$ cat config.mk
export PLATFORM = sky130hd
export DESIGN_NAME = cbil_case_irq
export DESIGN_NICKNAME = d
export VERILOG_FILES = /design/src/cbil_pkg.sv /design/src/cbil_case_irq.sv
export SDC_FILE = /design/constraint.sdc
export NUM_CORES = 1
export LEC_CHECK = 0
export ABC_CLOCK_PERIOD_IN_PS = 7750
export BUFFER_PORTS_ARGS = -buffer_cell sky130_fd_sc_hd__buf_2
export CAP_MARGIN = 20
export CORE_MARGIN = 10
export CORE_UTILIZATION = 52
export DETAILED_ROUTE_END_ITERATION = 8
export PLACE_DENSITY = 0.94
export SLEW_MARGIN = 30
export SYNTH_ARGS = -nofsm -noshare
export SYNTH_HDL_FRONTEND = slang
export SYNTH_SLANG_ARGS = --single-unit
$ cat constraint.sdc
create_clock -name pclk -period 7.75 [get_ports pclk]
set_clock_uncertainty 0.05 [all_clocks]
set_input_delay 0.775 -clock pclk [delete_from_list [all_inputs] [get_ports pclk]]
set_output_delay 0.775 -clock pclk [all_outputs]
set_load 0.005 [all_outputs]
$ cat src/cbil_pkg.sv
package cbil_pkg;
  // ****************************************
  // widths
  // ****************************************
  localparam int PC_W = 10;
  localparam int ADDR_W = 8;
  localparam int DATA_W = 32;
  localparam int LVL_N = 8;
  localparam int EXT_N = 4;
  localparam int MASK_W = 9;
  localparam int STAT_W = 5;
  // ****************************************
  // register offsets (byte addresses)
  // ****************************************
  localparam logic [ADDR_W-1:0] OFS_MASK = 8'h00;
  localparam logic [ADDR_W-1:0] OFS_MODE = 8'h04;
  localparam logic [ADDR_W-1:0] OFS_PEND = 8'h08;
  localparam logic [ADDR_W-1:0] OFS_STAT = 8'h0c;
  localparam logic [ADDR_W-1:0] OFS_IEN = 8'h10;
  // ****************************************
  // fields and reset values
  // ****************************************
  localparam int MASK_SSTEP_BIT = 8;
  localparam int PEND_FLAG_BIT = 8;
  localparam int STAT_VEC_BIT = 4;
  localparam logic [MASK_W-1:0] MASK_RST = 9'h1ff;
  localparam logic MODE_RST = 1'b0;
  localparam logic [STAT_W-1:0] STAT_RST = 5'h00;
  localparam logic [STAT_W-1:0] IEN_RST = 5'h00;
  // ****************************************
  // interrupt levels and branch targets
  // ****************************************
  localparam int LVL_SOFT = 4;
  localparam int LVL_FIFO = 5;
  localparam int LVL_DEBUG = 6;
  localparam int LVL_FAULT = 7;
  localparam logic [PC_W-1:0] VEC_BASE = 10'h008;
  localparam logic [PC_W-1:0] PC_STEP = 10'h001;
  localparam logic [3:0] PRIO_NONE_OFS = 4'h8;
  localparam logic [2:0] PRIO_TOP_LVL = 3'h7;
  localparam logic [1:0] GRP_USER_LO = 2'h0;
  localparam logic [1:0] GRP_USER_HI = 2'h1;
  localparam logic [1:0] GRP_ALU = 2'h2;
  localparam logic [1:0] GRP_STATUS = 2'h3;
endpackage : cbil_pkg

$ cat src/cbil_case_irq.sv
// Implementation choices: the register addresses and register access over APB.
`timescale 1ns/1ps
`default_nettype none
module cbil_case_irq (
  input wire logic pclk,
  input wire logic presetn,
  input wire logic [cbil_pkg::ADDR_W-1:0] paddr,
  input wire logic psel,
  input wire logic penable,
  input wire logic pwrite,
  input wire logic [cbil_pkg::DATA_W-1:0] pwdata,
  output logic [cbil_pkg::DATA_W-1:0] prdata,
  output logic pready,
  output logic pslverr,
  output logic irq,
  input wire logic ext_irq_line_a,
  input wire logic ext_irq_line_b,
  input wire logic ext_irq_line_c,
  input wire logic ext_irq_line_d,
  input wire logic [7:0] user_test_inputs,
  input wire logic zero_flag,
  input wire logic overflow_flag,
  input wire logic sign_flag,
  input wire logic arith_carry_flag,
  input wire logic block_count_zero,
  input wire logic fifo_has_word,
  input wire logic fifo_entry_is_cmd,
  input wire logic fifo_type_mismatch,
  input wire logic addr_count_all_ones,
  input wire logic stack_full_flag,
  input wire logic fifo_not_full,
  input wire logic host_read_done_flag,
  input wire logic address_match_event,
  input wire logic instr_boundary,
  input wire logic [cbil_pkg::PC_W-1:0] pc,
  input wire logic case_op,
  input wire logic [1:0] case_group,
  input wire logic prio_case_op,
  input wire logic clear_irq_op,
  input wire logic [cbil_pkg::LVL_N-1:0] clear_sel,
  input wire logic [2:0] single_test_sel,
  output logic single_test_result,
  output logic branch_valid,
  output logic [cbil_pkg::PC_W-1:0] branch_addr,
  output logic vector_valid,
  output logic [cbil_pkg::PC_W-1:0] vector_addr,
  output logic push_valid,
  output logic [cbil_pkg::PC_W-1:0] push_data,
  output logic irq_pending_flag
);
  // ****************************************
  // pin synchronisers
  // ****************************************
  logic [cbil_pkg::EXT_N-1:0] ext_s1_r, ext_s2_r, ext_s3_r;
  logic [7:0] user_s1_r, user_s2_r;
  logic [cbil_pkg::EXT_N-1:0] ext_edge;

  always_ff @(posedge pclk or negedge presetn) begin
    if (!presetn) begin
      ext_s1_r <= '0;
      ext_s2_r <= '0;
      ext_s3_r <= '0;
      user_s1_r <= '0;
      user_s2_r <= '0;
    end else begin
      ext_s1_r <= {ext_irq_line_d, ext_irq_line_c, ext_irq_line_b, ext_irq_line_a};
      ext_s2_r <= ext_s1_r;
      ext_s3_r <= ext_s2_r;
      user_s1_r <= user_test_inputs;
      user_s2_r <= user_s1_r;
    end
  end

  assign ext_edge = ext_s2_r & ~ext_s3_r;

  // ****************************************
  // register file
  // ****************************************
  logic [cbil_pkg::MASK_W-1:0] mask_r;
  logic mode_r;
  logic [cbil_pkg::STAT_W-1:0] stat_r, ien_r, stat_ev;
  logic [cbil_pkg::LVL_N-1:0] pend_r, unmasked, set_ev, clr_ev;
  logic wr_acc, setup, hit;
  logic [cbil_pkg::DATA_W-1:0] rd_nxt;

  assign setup = psel & ~penable;
  assign wr_acc = psel & penable & pready & pwrite;

  always_comb begin
    hit = 1'b1;
    rd_nxt = '0;
    unique case (paddr)
      cbil_pkg::OFS_MASK: rd_nxt[cbil_pkg::MASK_W-1:0] = mask_r;
      cbil_pkg::OFS_MODE: rd_nxt[0] = mode_r;
      cbil_pkg::OFS_PEND: rd_nxt[cbil_pkg::PEND_FLAG_BIT:0] = {irq_pending_flag, pend_r};
      cbil_pkg::OFS_STAT: rd_nxt[cbil_pkg::STAT_W-1:0] = stat_r;
      cbil_pkg::OFS_IEN: rd_nxt[cbil_pkg::STAT_W-1:0] = ien_r;
      default: hit = 1'b0;
    endcase
  end

  // answer one cycle after setup, so the access phase never waits
  always_ff @(posedge pclk or negedge presetn) begin
    if (!presetn) begin
      pready <= 1'b0;
      pslverr <= 1'b0;
      prdata <= '0;
    end else begin
      pready <= setup;
      pslverr <= setup & ~hit;
      prdata <= (setup & ~pwrite) ? rd_nxt : '0;
    end
  end

  always_ff @(posedge pclk or negedge presetn) begin
    if (!presetn) begin
      mask_r <= cbil_pkg::MASK_RST;
      mode_r <= cbil_pkg::MODE_RST;
      ien_r <= cbil_pkg::IEN_RST;
    end else if (wr_acc) begin
      if (paddr == cbil_pkg::OFS_MASK) mask_r <= pwdata[cbil_pkg::MASK_W-1:0];
      if (paddr == cbil_pkg::OFS_MODE) mode_r <= pwdata[0];
      if (paddr == cbil_pkg::OFS_IEN) ien_r <= pwdata[cbil_pkg::STAT_W-1:0];
    end
  end

  // ****************************************
  // pending requests
  // ****************************************
  logic fault_cond, take;
  logic [2:0] top_lvl;

  function automatic logic [2:0] cbil_top(input logic [cbil_pkg::LVL_N-1:0] v);
    logic [2:0] t;
    t = '0;
    for (int i = 0; i < cbil_pkg::LVL_N; i++) begin
      if (v[i]) t = 3'(i);
    end
    return t;
  endfunction : cbil_top

  assign fault_cond = fifo_type_mismatch | addr_count_all_ones | stack_full_flag | ~fifo_not_full;
  assign unmasked = pend_r & ~mask_r[cbil_pkg::LVL_N-1:0];
  assign top_lvl = cbil_top(unmasked);
  assign take = instr_boundary & mode_r & (|unmasked);

  always_comb begin
    set_ev = '0;
    set_ev[cbil_pkg::EXT_N-1:0] = ext_edge;
    set_ev[cbil_pkg::LVL_SOFT] = 1'b1;
    set_ev[cbil_pkg::LVL_FIFO] = fifo_has_word;
    set_ev[cbil_pkg::LVL_DEBUG] = mask_r[cbil_pkg::MASK_SSTEP_BIT] ? instr_boundary
                                                                 : address_match_event;
    set_ev[cbil_pkg::LVL_FAULT] = fault_cond;
    clr_ev = clear_irq_op ? clear_sel : '0;
    if (take) clr_ev[top_lvl] = 1'b1;
  end

  // a new request in the clearing cycle survives
  always_ff @(posedge pclk or negedge presetn) begin
    if (!presetn) pend_r <= '0;
    else pend_r <= (pend_r & ~clr_ev) | set_ev;
  end

  always_ff @(posedge pclk or negedge presetn) begin
    if (!presetn) irq_pending_flag <= 1'b0;
    else irq_pending_flag <= |unmasked;
  end

  // ****************************************
  // vector and return push
  // ****************************************
  always_ff @(posedge pclk or negedge presetn) begin
    if (!presetn) begin
      vector_valid <= 1'b0;
      vector_addr <= '0;
      push_valid <= 1'b0;
      push_data <= '0;
    end else begin
      vector_valid <= take;
      push_valid <= take;
      if (take) begin
        vector_addr <= cbil_pkg::VEC_BASE + {7'h00, top_lvl};
        push_data <= pc + cbil_pkg::PC_STEP;
      end
    end
  end

  // ****************************************
  // case and priority case branching
  // ****************************************
  logic [3:0] case_pat, prio_ofs;
  logic prio_go;

  always_comb begin
    unique case (case_group)
      cbil_pkg::GRP_USER_LO: case_pat = user_s2_r[3:0];
      cbil_pkg::GRP_USER_HI: case_pat = user_s2_r[7:4];
      cbil_pkg::GRP_ALU: case_pat = {arith_carry_flag, sign_flag, overflow_flag, zero_flag};
      cbil_pkg::GRP_STATUS: case_pat = {fifo_entry_is_cmd, fifo_has_word, block_count_zero,
                                        irq_pending_flag};
    endcase
  end

  // priority case sees raw requests; mask gates vectored entry and the pending flag
  assign prio_go = prio_case_op & ~mode_r;
  assign prio_ofs = (|pend_r) ? {1'b0, cbil_pkg::PRIO_TOP_LVL - cbil_top(pend_r)}
                              : cbil_pkg::PRIO_NONE_OFS;

  // the offset is captured once, so later requests cannot redirect it
  always_ff @(posedge pclk or negedge presetn) begin
    if (!presetn) begin
      branch_valid <= 1'b0;
      branch_addr <= '0;
    end else begin
      branch_valid <= case_op | prio_go;
      if (case_op) branch_addr <= pc + cbil_pkg::PC_STEP + {6'h00, case_pat};
      else if (prio_go) branch_addr <= pc + cbil_pkg::PC_STEP + {6'h00, prio_ofs};
    end
  end

  // ****************************************
  // single condition test
  // ****************************************
  logic [7:0] single_vec;
  assign single_vec = {3'h0, host_read_done_flag, fifo_not_full, stack_full_flag,
                       addr_count_all_ones, fifo_type_mismatch};

  always_ff @(posedge pclk or negedge presetn) begin
    if (!presetn) single_test_result <= 1'b0;
    else single_test_result <= single_vec[single_test_sel];
  end

  // ****************************************
  // software interrupt status
  // ****************************************
  always_comb begin
    stat_ev = '0;
    stat_ev[cbil_pkg::EXT_N-1:0] = ext_edge;
    stat_ev[cbil_pkg::STAT_VEC_BIT] = take;
  end

  always_ff @(posedge pclk or negedge presetn) begin
    if (!presetn) stat_r <= cbil_pkg::STAT_RST;
    else if (wr_acc && paddr == cbil_pkg::OFS_STAT)
      stat_r <= (stat_r & ~pwdata[cbil_pkg::STAT_W-1:0]) | stat_ev;
    else stat_r <= stat_r | stat_ev;
  end

  always_ff @(posedge pclk or negedge presetn) begin
    if (!presetn) irq <= 1'b0;
    else irq <= |(stat_r & ien_r);
  end

  // ****************************************
  // checks
  // ****************************************
  property p_case_branch;
    @(posedge pclk) disable iff (!presetn)
      case_op |=> branch_valid && branch_addr == $past(pc) + cbil_pkg::PC_STEP + {6'h00, $past(case_pat)};
  endproperty
  a_case_branch: assert property (p_case_branch) else $error("case branch address wrong");

  property p_prio_blocked;
    @(posedge pclk) disable iff (!presetn)
      prio_case_op && mode_r && !case_op |=> !branch_valid;
  endproperty
  a_prio_blocked: assert property (p_prio_blocked) else $error("priority case ran in irq mode");

  // level 4 is always pending, so the empty case never occurs; check the top level instead
  property p_prio_top;
    @(posedge pclk) disable iff (!presetn)
      prio_go && !case_op && pend_r[cbil_pkg::LVL_FAULT] |=> branch_addr == $past(pc) + cbil_pkg::PC_STEP;
  endproperty
  a_prio_top: assert property (p_prio_top) else $error("priority case top target wrong");

  property p_ext_edge;
    @(posedge pclk) disable iff (!presetn)
      $rose(ext_s1_r[0]) |=> ##1 pend_r[0] || $past(clr_ev[0]);
  endproperty
  a_ext_edge: assert property (p_ext_edge) else $error("edge not pending in two cycles");

  property p_vector;
    @(posedge pclk) disable iff (!presetn)
      take |=> vector_valid && push_valid && vector_addr == cbil_pkg::VEC_BASE + {7'h00, $past(top_lvl)};
  endproperty
  a_vector: assert property (p_vector) else $error("vector address wrong");

  property p_no_take_masked;
    @(posedge pclk) disable iff (!presetn)
      instr_boundary && (unmasked == '0 || !mode_r) |=> !vector_valid;
  endproperty
  a_no_take_masked: assert property (p_no_take_masked) else $error("masked or idle vector taken");

  property p_fault;
    @(posedge pclk) disable iff (!presetn)
      fault_cond |=> pend_r[cbil_pkg::LVL_FAULT];
  endproperty
  a_fault: assert property (p_fault) else $error("fault level not pending");

  property p_soft;
    @(posedge pclk) disable iff (!presetn)
      $past(presetn) |-> pend_r[cbil_pkg::LVL_SOFT];
  endproperty
  a_soft: assert property (p_soft) else $error("soft level not pending");

  property p_cli;
    @(posedge pclk) disable iff (!presetn)
      clear_irq_op && clear_sel[0] && !set_ev[0] |=> !pend_r[0];
  endproperty
  a_cli: assert property (p_cli) else $error("clear op left level 0 pending");

  property p_push;
    @(posedge pclk) disable iff (!presetn)
      take |=> push_data == $past(pc) + cbil_pkg::PC_STEP;
  endproperty
  a_push: assert property (p_push) else $error("return push value wrong");

  property p_flag;
    @(posedge pclk) disable iff (!presetn)
      (unmasked != '0) ##1 (unmasked != '0) |-> irq_pending_flag;
  endproperty
  a_flag: assert property (p_flag) else $error("pending flag low with request");
endmodule : cbil_case_irq
`default_nettype wire

==> out/metrics.yaml <==
power:
  clkPwrFrac_pct: 33.3
  pwr-share-seq_pct: 53.2
  power_density_nw_per_um2: 194
  switchingPower_mw: 0.273
  totalPowerFinal_mw: 1.02
  p_leak_nw: 2.53
  combPwrFrac_pct: 13.4
  cell_internal_pwr_mw: 0.752
  ir_drop_mv: 0.110
  switching_share_pct: 26.6
cts:
  numCtsBuffers: 9
  cts_sinks: 96
  cts_htree_levels: 3
  clk_latency_ns: 0.36
  clockBufferDepth: 2
  postCtsSetupRepairBufs: 0
  cts_tree: "built"
  path_clk_slew_ns: 0.09
  cts_root_buf: "clkbuf_8"
  post_cts_resized: 0
  ctsHoldBuffers: 0
routing:
  drtPass1Iterations: 4
  post_drt_wl_per_cell_um: 17.1
  drt_iter0_markers: 153
  drc_errors: 0
  routed_wl_um: 10900
  num_vias: 3365
  viasPerCell: 5.26
  ant_nets: 0
critical_path:
  cp_slowest_cell: "dfrtp_1"
  end_kind: "flip-flop"
  crit_path_max_incr_delay_ns: 0.48
  worstSetupPathType: "reg -> reg"
  cp.arrival_ns: 3.04
  crit_path_start_kind: "flip-flop"
  worstPathRequired_ns: 7.94
  cp_cell_sequence: "nor3_1 -> nor3_1 -> o41ai_1 -> inv_1 -> fa_1 -> nor2b_1 -> o21ai_0 -> nand2b_1 -> nor3b_1 -> xor2_1 -> o21ai_0"
  cp_max_fo: 7
synthesis:
  synthArstFlopShare_pct: 100
  synth_edf_count: 0
  synth-seq-cells: 96
  syn-cell-area_sq_um: 4530
  yosys-top-cells-count: "dfrtp_1, nand2_1, buf_4, nor2_1, o21ai_0"
  netlist_instances: 415
  yosysTopAreaCell: "dfrtp_1"
  yosys-top-cells-area: "dfrtp_1, nand2_1, dfstp_2"
  netlist.area_leader.share_pct: 48.1
  yosysMostFrequentCell: "dfrtp_1"
  yosysWarnings: 0
  synth_cell_types: 57
  syn_avg_cell_area_sq_um: 10.9
  yosysSeqAreaShare_pct: 53.3
  synth_ff_type: "dfrtp_1"
placement:
  place.gp.congestion: 0.887
  io_buffer_count: 113
  pre_cts_ws_ns: 4.60
  hpwl_um: 8710
timing:
  hold_viol: 0
  fin_ws_ns: 4.90
  clock.fmax_mhz: 351
  setup_tns_ns: 0
  rsz0062_at_grt: "false"
  setup_viol: 0
  whs_ns: 0.306
  min_period_over_period_pct: 36.7
  tightest_slew_ns: 0.612
  relSlewSlack_pct: 58.9
  min_period_ns: 2.85
  finalMaxSlewViolations: 0
global_routing:
  grt-ovfl-total: 0
  grt_usage_pct: 17.2
  grt_max_degree: 52
  grt_pass1_wl_um: 18100
  antenna_found_initial: 1
  first_global_vias: 3617
final_layout:
  final.fill_count: 665
  area_delta_synth_final_pct: 16.7
  drive_gt1_share_pct: 32.4
  fin_nets: 632
job:
  drv_cap: 0
floorplan:
  placeableCoreArea_sq_um: 8340
  rows: 33
  start_util_pct: 54.3
  die_h_um: 113
  dieArea_sq_um: 12800
  die_x_um: 113
  ios: 167
outcome:
  status: "complete, no violations"
hold_path:
  hp-class: "reg -> reg"
==> placed cells by master, fill, tap and decap left out, types with 2 or more instances in the layout <==
master,n
o21ai_1,6
and2b_1,3
nor2_1,22
nor3_1,8
xnor2_1,5
nand2b_1,8
inv_1,12
mux4_2,5
clkinv_4,3
nor3b_1,2
nor4_1,2
nor2b_1,6
o21ai_0,20
nand4_1,7
ha_1,5
nor4b_1,2
and2_1,4
xor2_1,11
buf_2,112
dfstp_2,9
buf_4,3
mux2i_1,9
nand2_1,64
a21oi_1,11
mux2_2,16
o31ai_1,3
or4_1,2
a22oi_1,5
nand3_1,2
clkbuf_8,10
and2b_4,2
a21o_1,6
a211oi_1,2
nand3_2,3
dfrtp_1,87
o211ai_1,2
a31o_2,2
conb_1,30
==> power groups by stage <==
stage | Combinational, mW | Sequential [mW] | Clock (mW)
global route | 0.157 | 0.549 | 0.370
finish | 0.138 | 0.545 | 0.341
floorplan | 0.0799 | 0.554 | 0
CTS | 0.139 | 0.546 | 0.351
detailed placement | 0.138 | 0.555 | 0
global placement | 0.132 | 0.553 | 0
==> final cells by class <==
type,count,area [sq um],share of cell area [%]
antenna,1,2.50,0.0474
clock buffer,10,138,2.61
clock inverter,6,76.3,1.44
inverter,13,48.8,0.924
multi-input combinational,294,1890,35.8
sequential,96,2410,45.7
tap,105,131,2.49
timing repair buffer,115,583,11.0
==> sequential cells by signal, indices dropped and copies added (netlist names), 5 cells and up <==
| signal | count |
|---|---|
| branch_addr | 10 |
| ien_r | 5 |
| mask_r | 9 |
| pend_r | 8 |
| prdata | 9 |
| push_data | 10 |
| stat_r | 5 |
| user_s1_r | 8 |
| user_s2_r | 8 |
==> cells by family (layout without fill, tap and decap cells) <==
kind of cell	count (synthesis)	in the layout	share of synthesized area (%)
simple gates	144	144	16.2
flops	96	96	53.3
compound gates	68	68	9.54
buf+inv	53	144	7.38
mux	30	30	8.46
xor+xnor	16	16	3.10
fa+ha+maj	6	6	1.82
other cells	2	31	0.166
==> per-stage QoR <==
stage,utilization [%],instance area [sq um],instances
CTS,63.3,5280,639
floorplan,-,4630,443
detailed placement,60.7,5070,623
global route,63.3,5280,639
finish,63.3,5280,640
global placement,60.7,5060,623
==> critical path: cells and delay by family, from the launching register on <==
kind | cells | cell delay [ns]
compound gates | 3 | 0.59
buf+inv | 1 | 0.13
fa+ha+maj | 1 | 0.48
xor+xnor | 1 | 0.17
flops | 1 | 0.48
simple gates | 5 | 0.83
==> routing by layer <==
layer  GRT usage (%)  vias up  wire (um)
li1                -     1604          -
met2            27.4      127       5460
met1            20.8     1613       4460
met5               0        -          0
met3            5.55       21        792
met4            7.61        0        225
==> final timing paths <==
path / from / endpoint / slack (ns) / cells after the start
min in group asynchronous: presetn / ext_s1_r[3] / 0.35 / 1
max: pend_r[2] / branch_addr[6] / 4.90 / 11
max in group asynchronous: presetn / user_s2_r[0] / 6.26 / 2
min reg2reg: user_s1_r[3] / user_s2_r[3] / 0.31 / 0
min: user_s1_r[3] / user_s2_r[3] / 0.31 / 0
max reg2reg: pend_r[2] / branch_addr[6] / 4.90 / 11
Note: power is estimated with default switching activity, not from simulation.
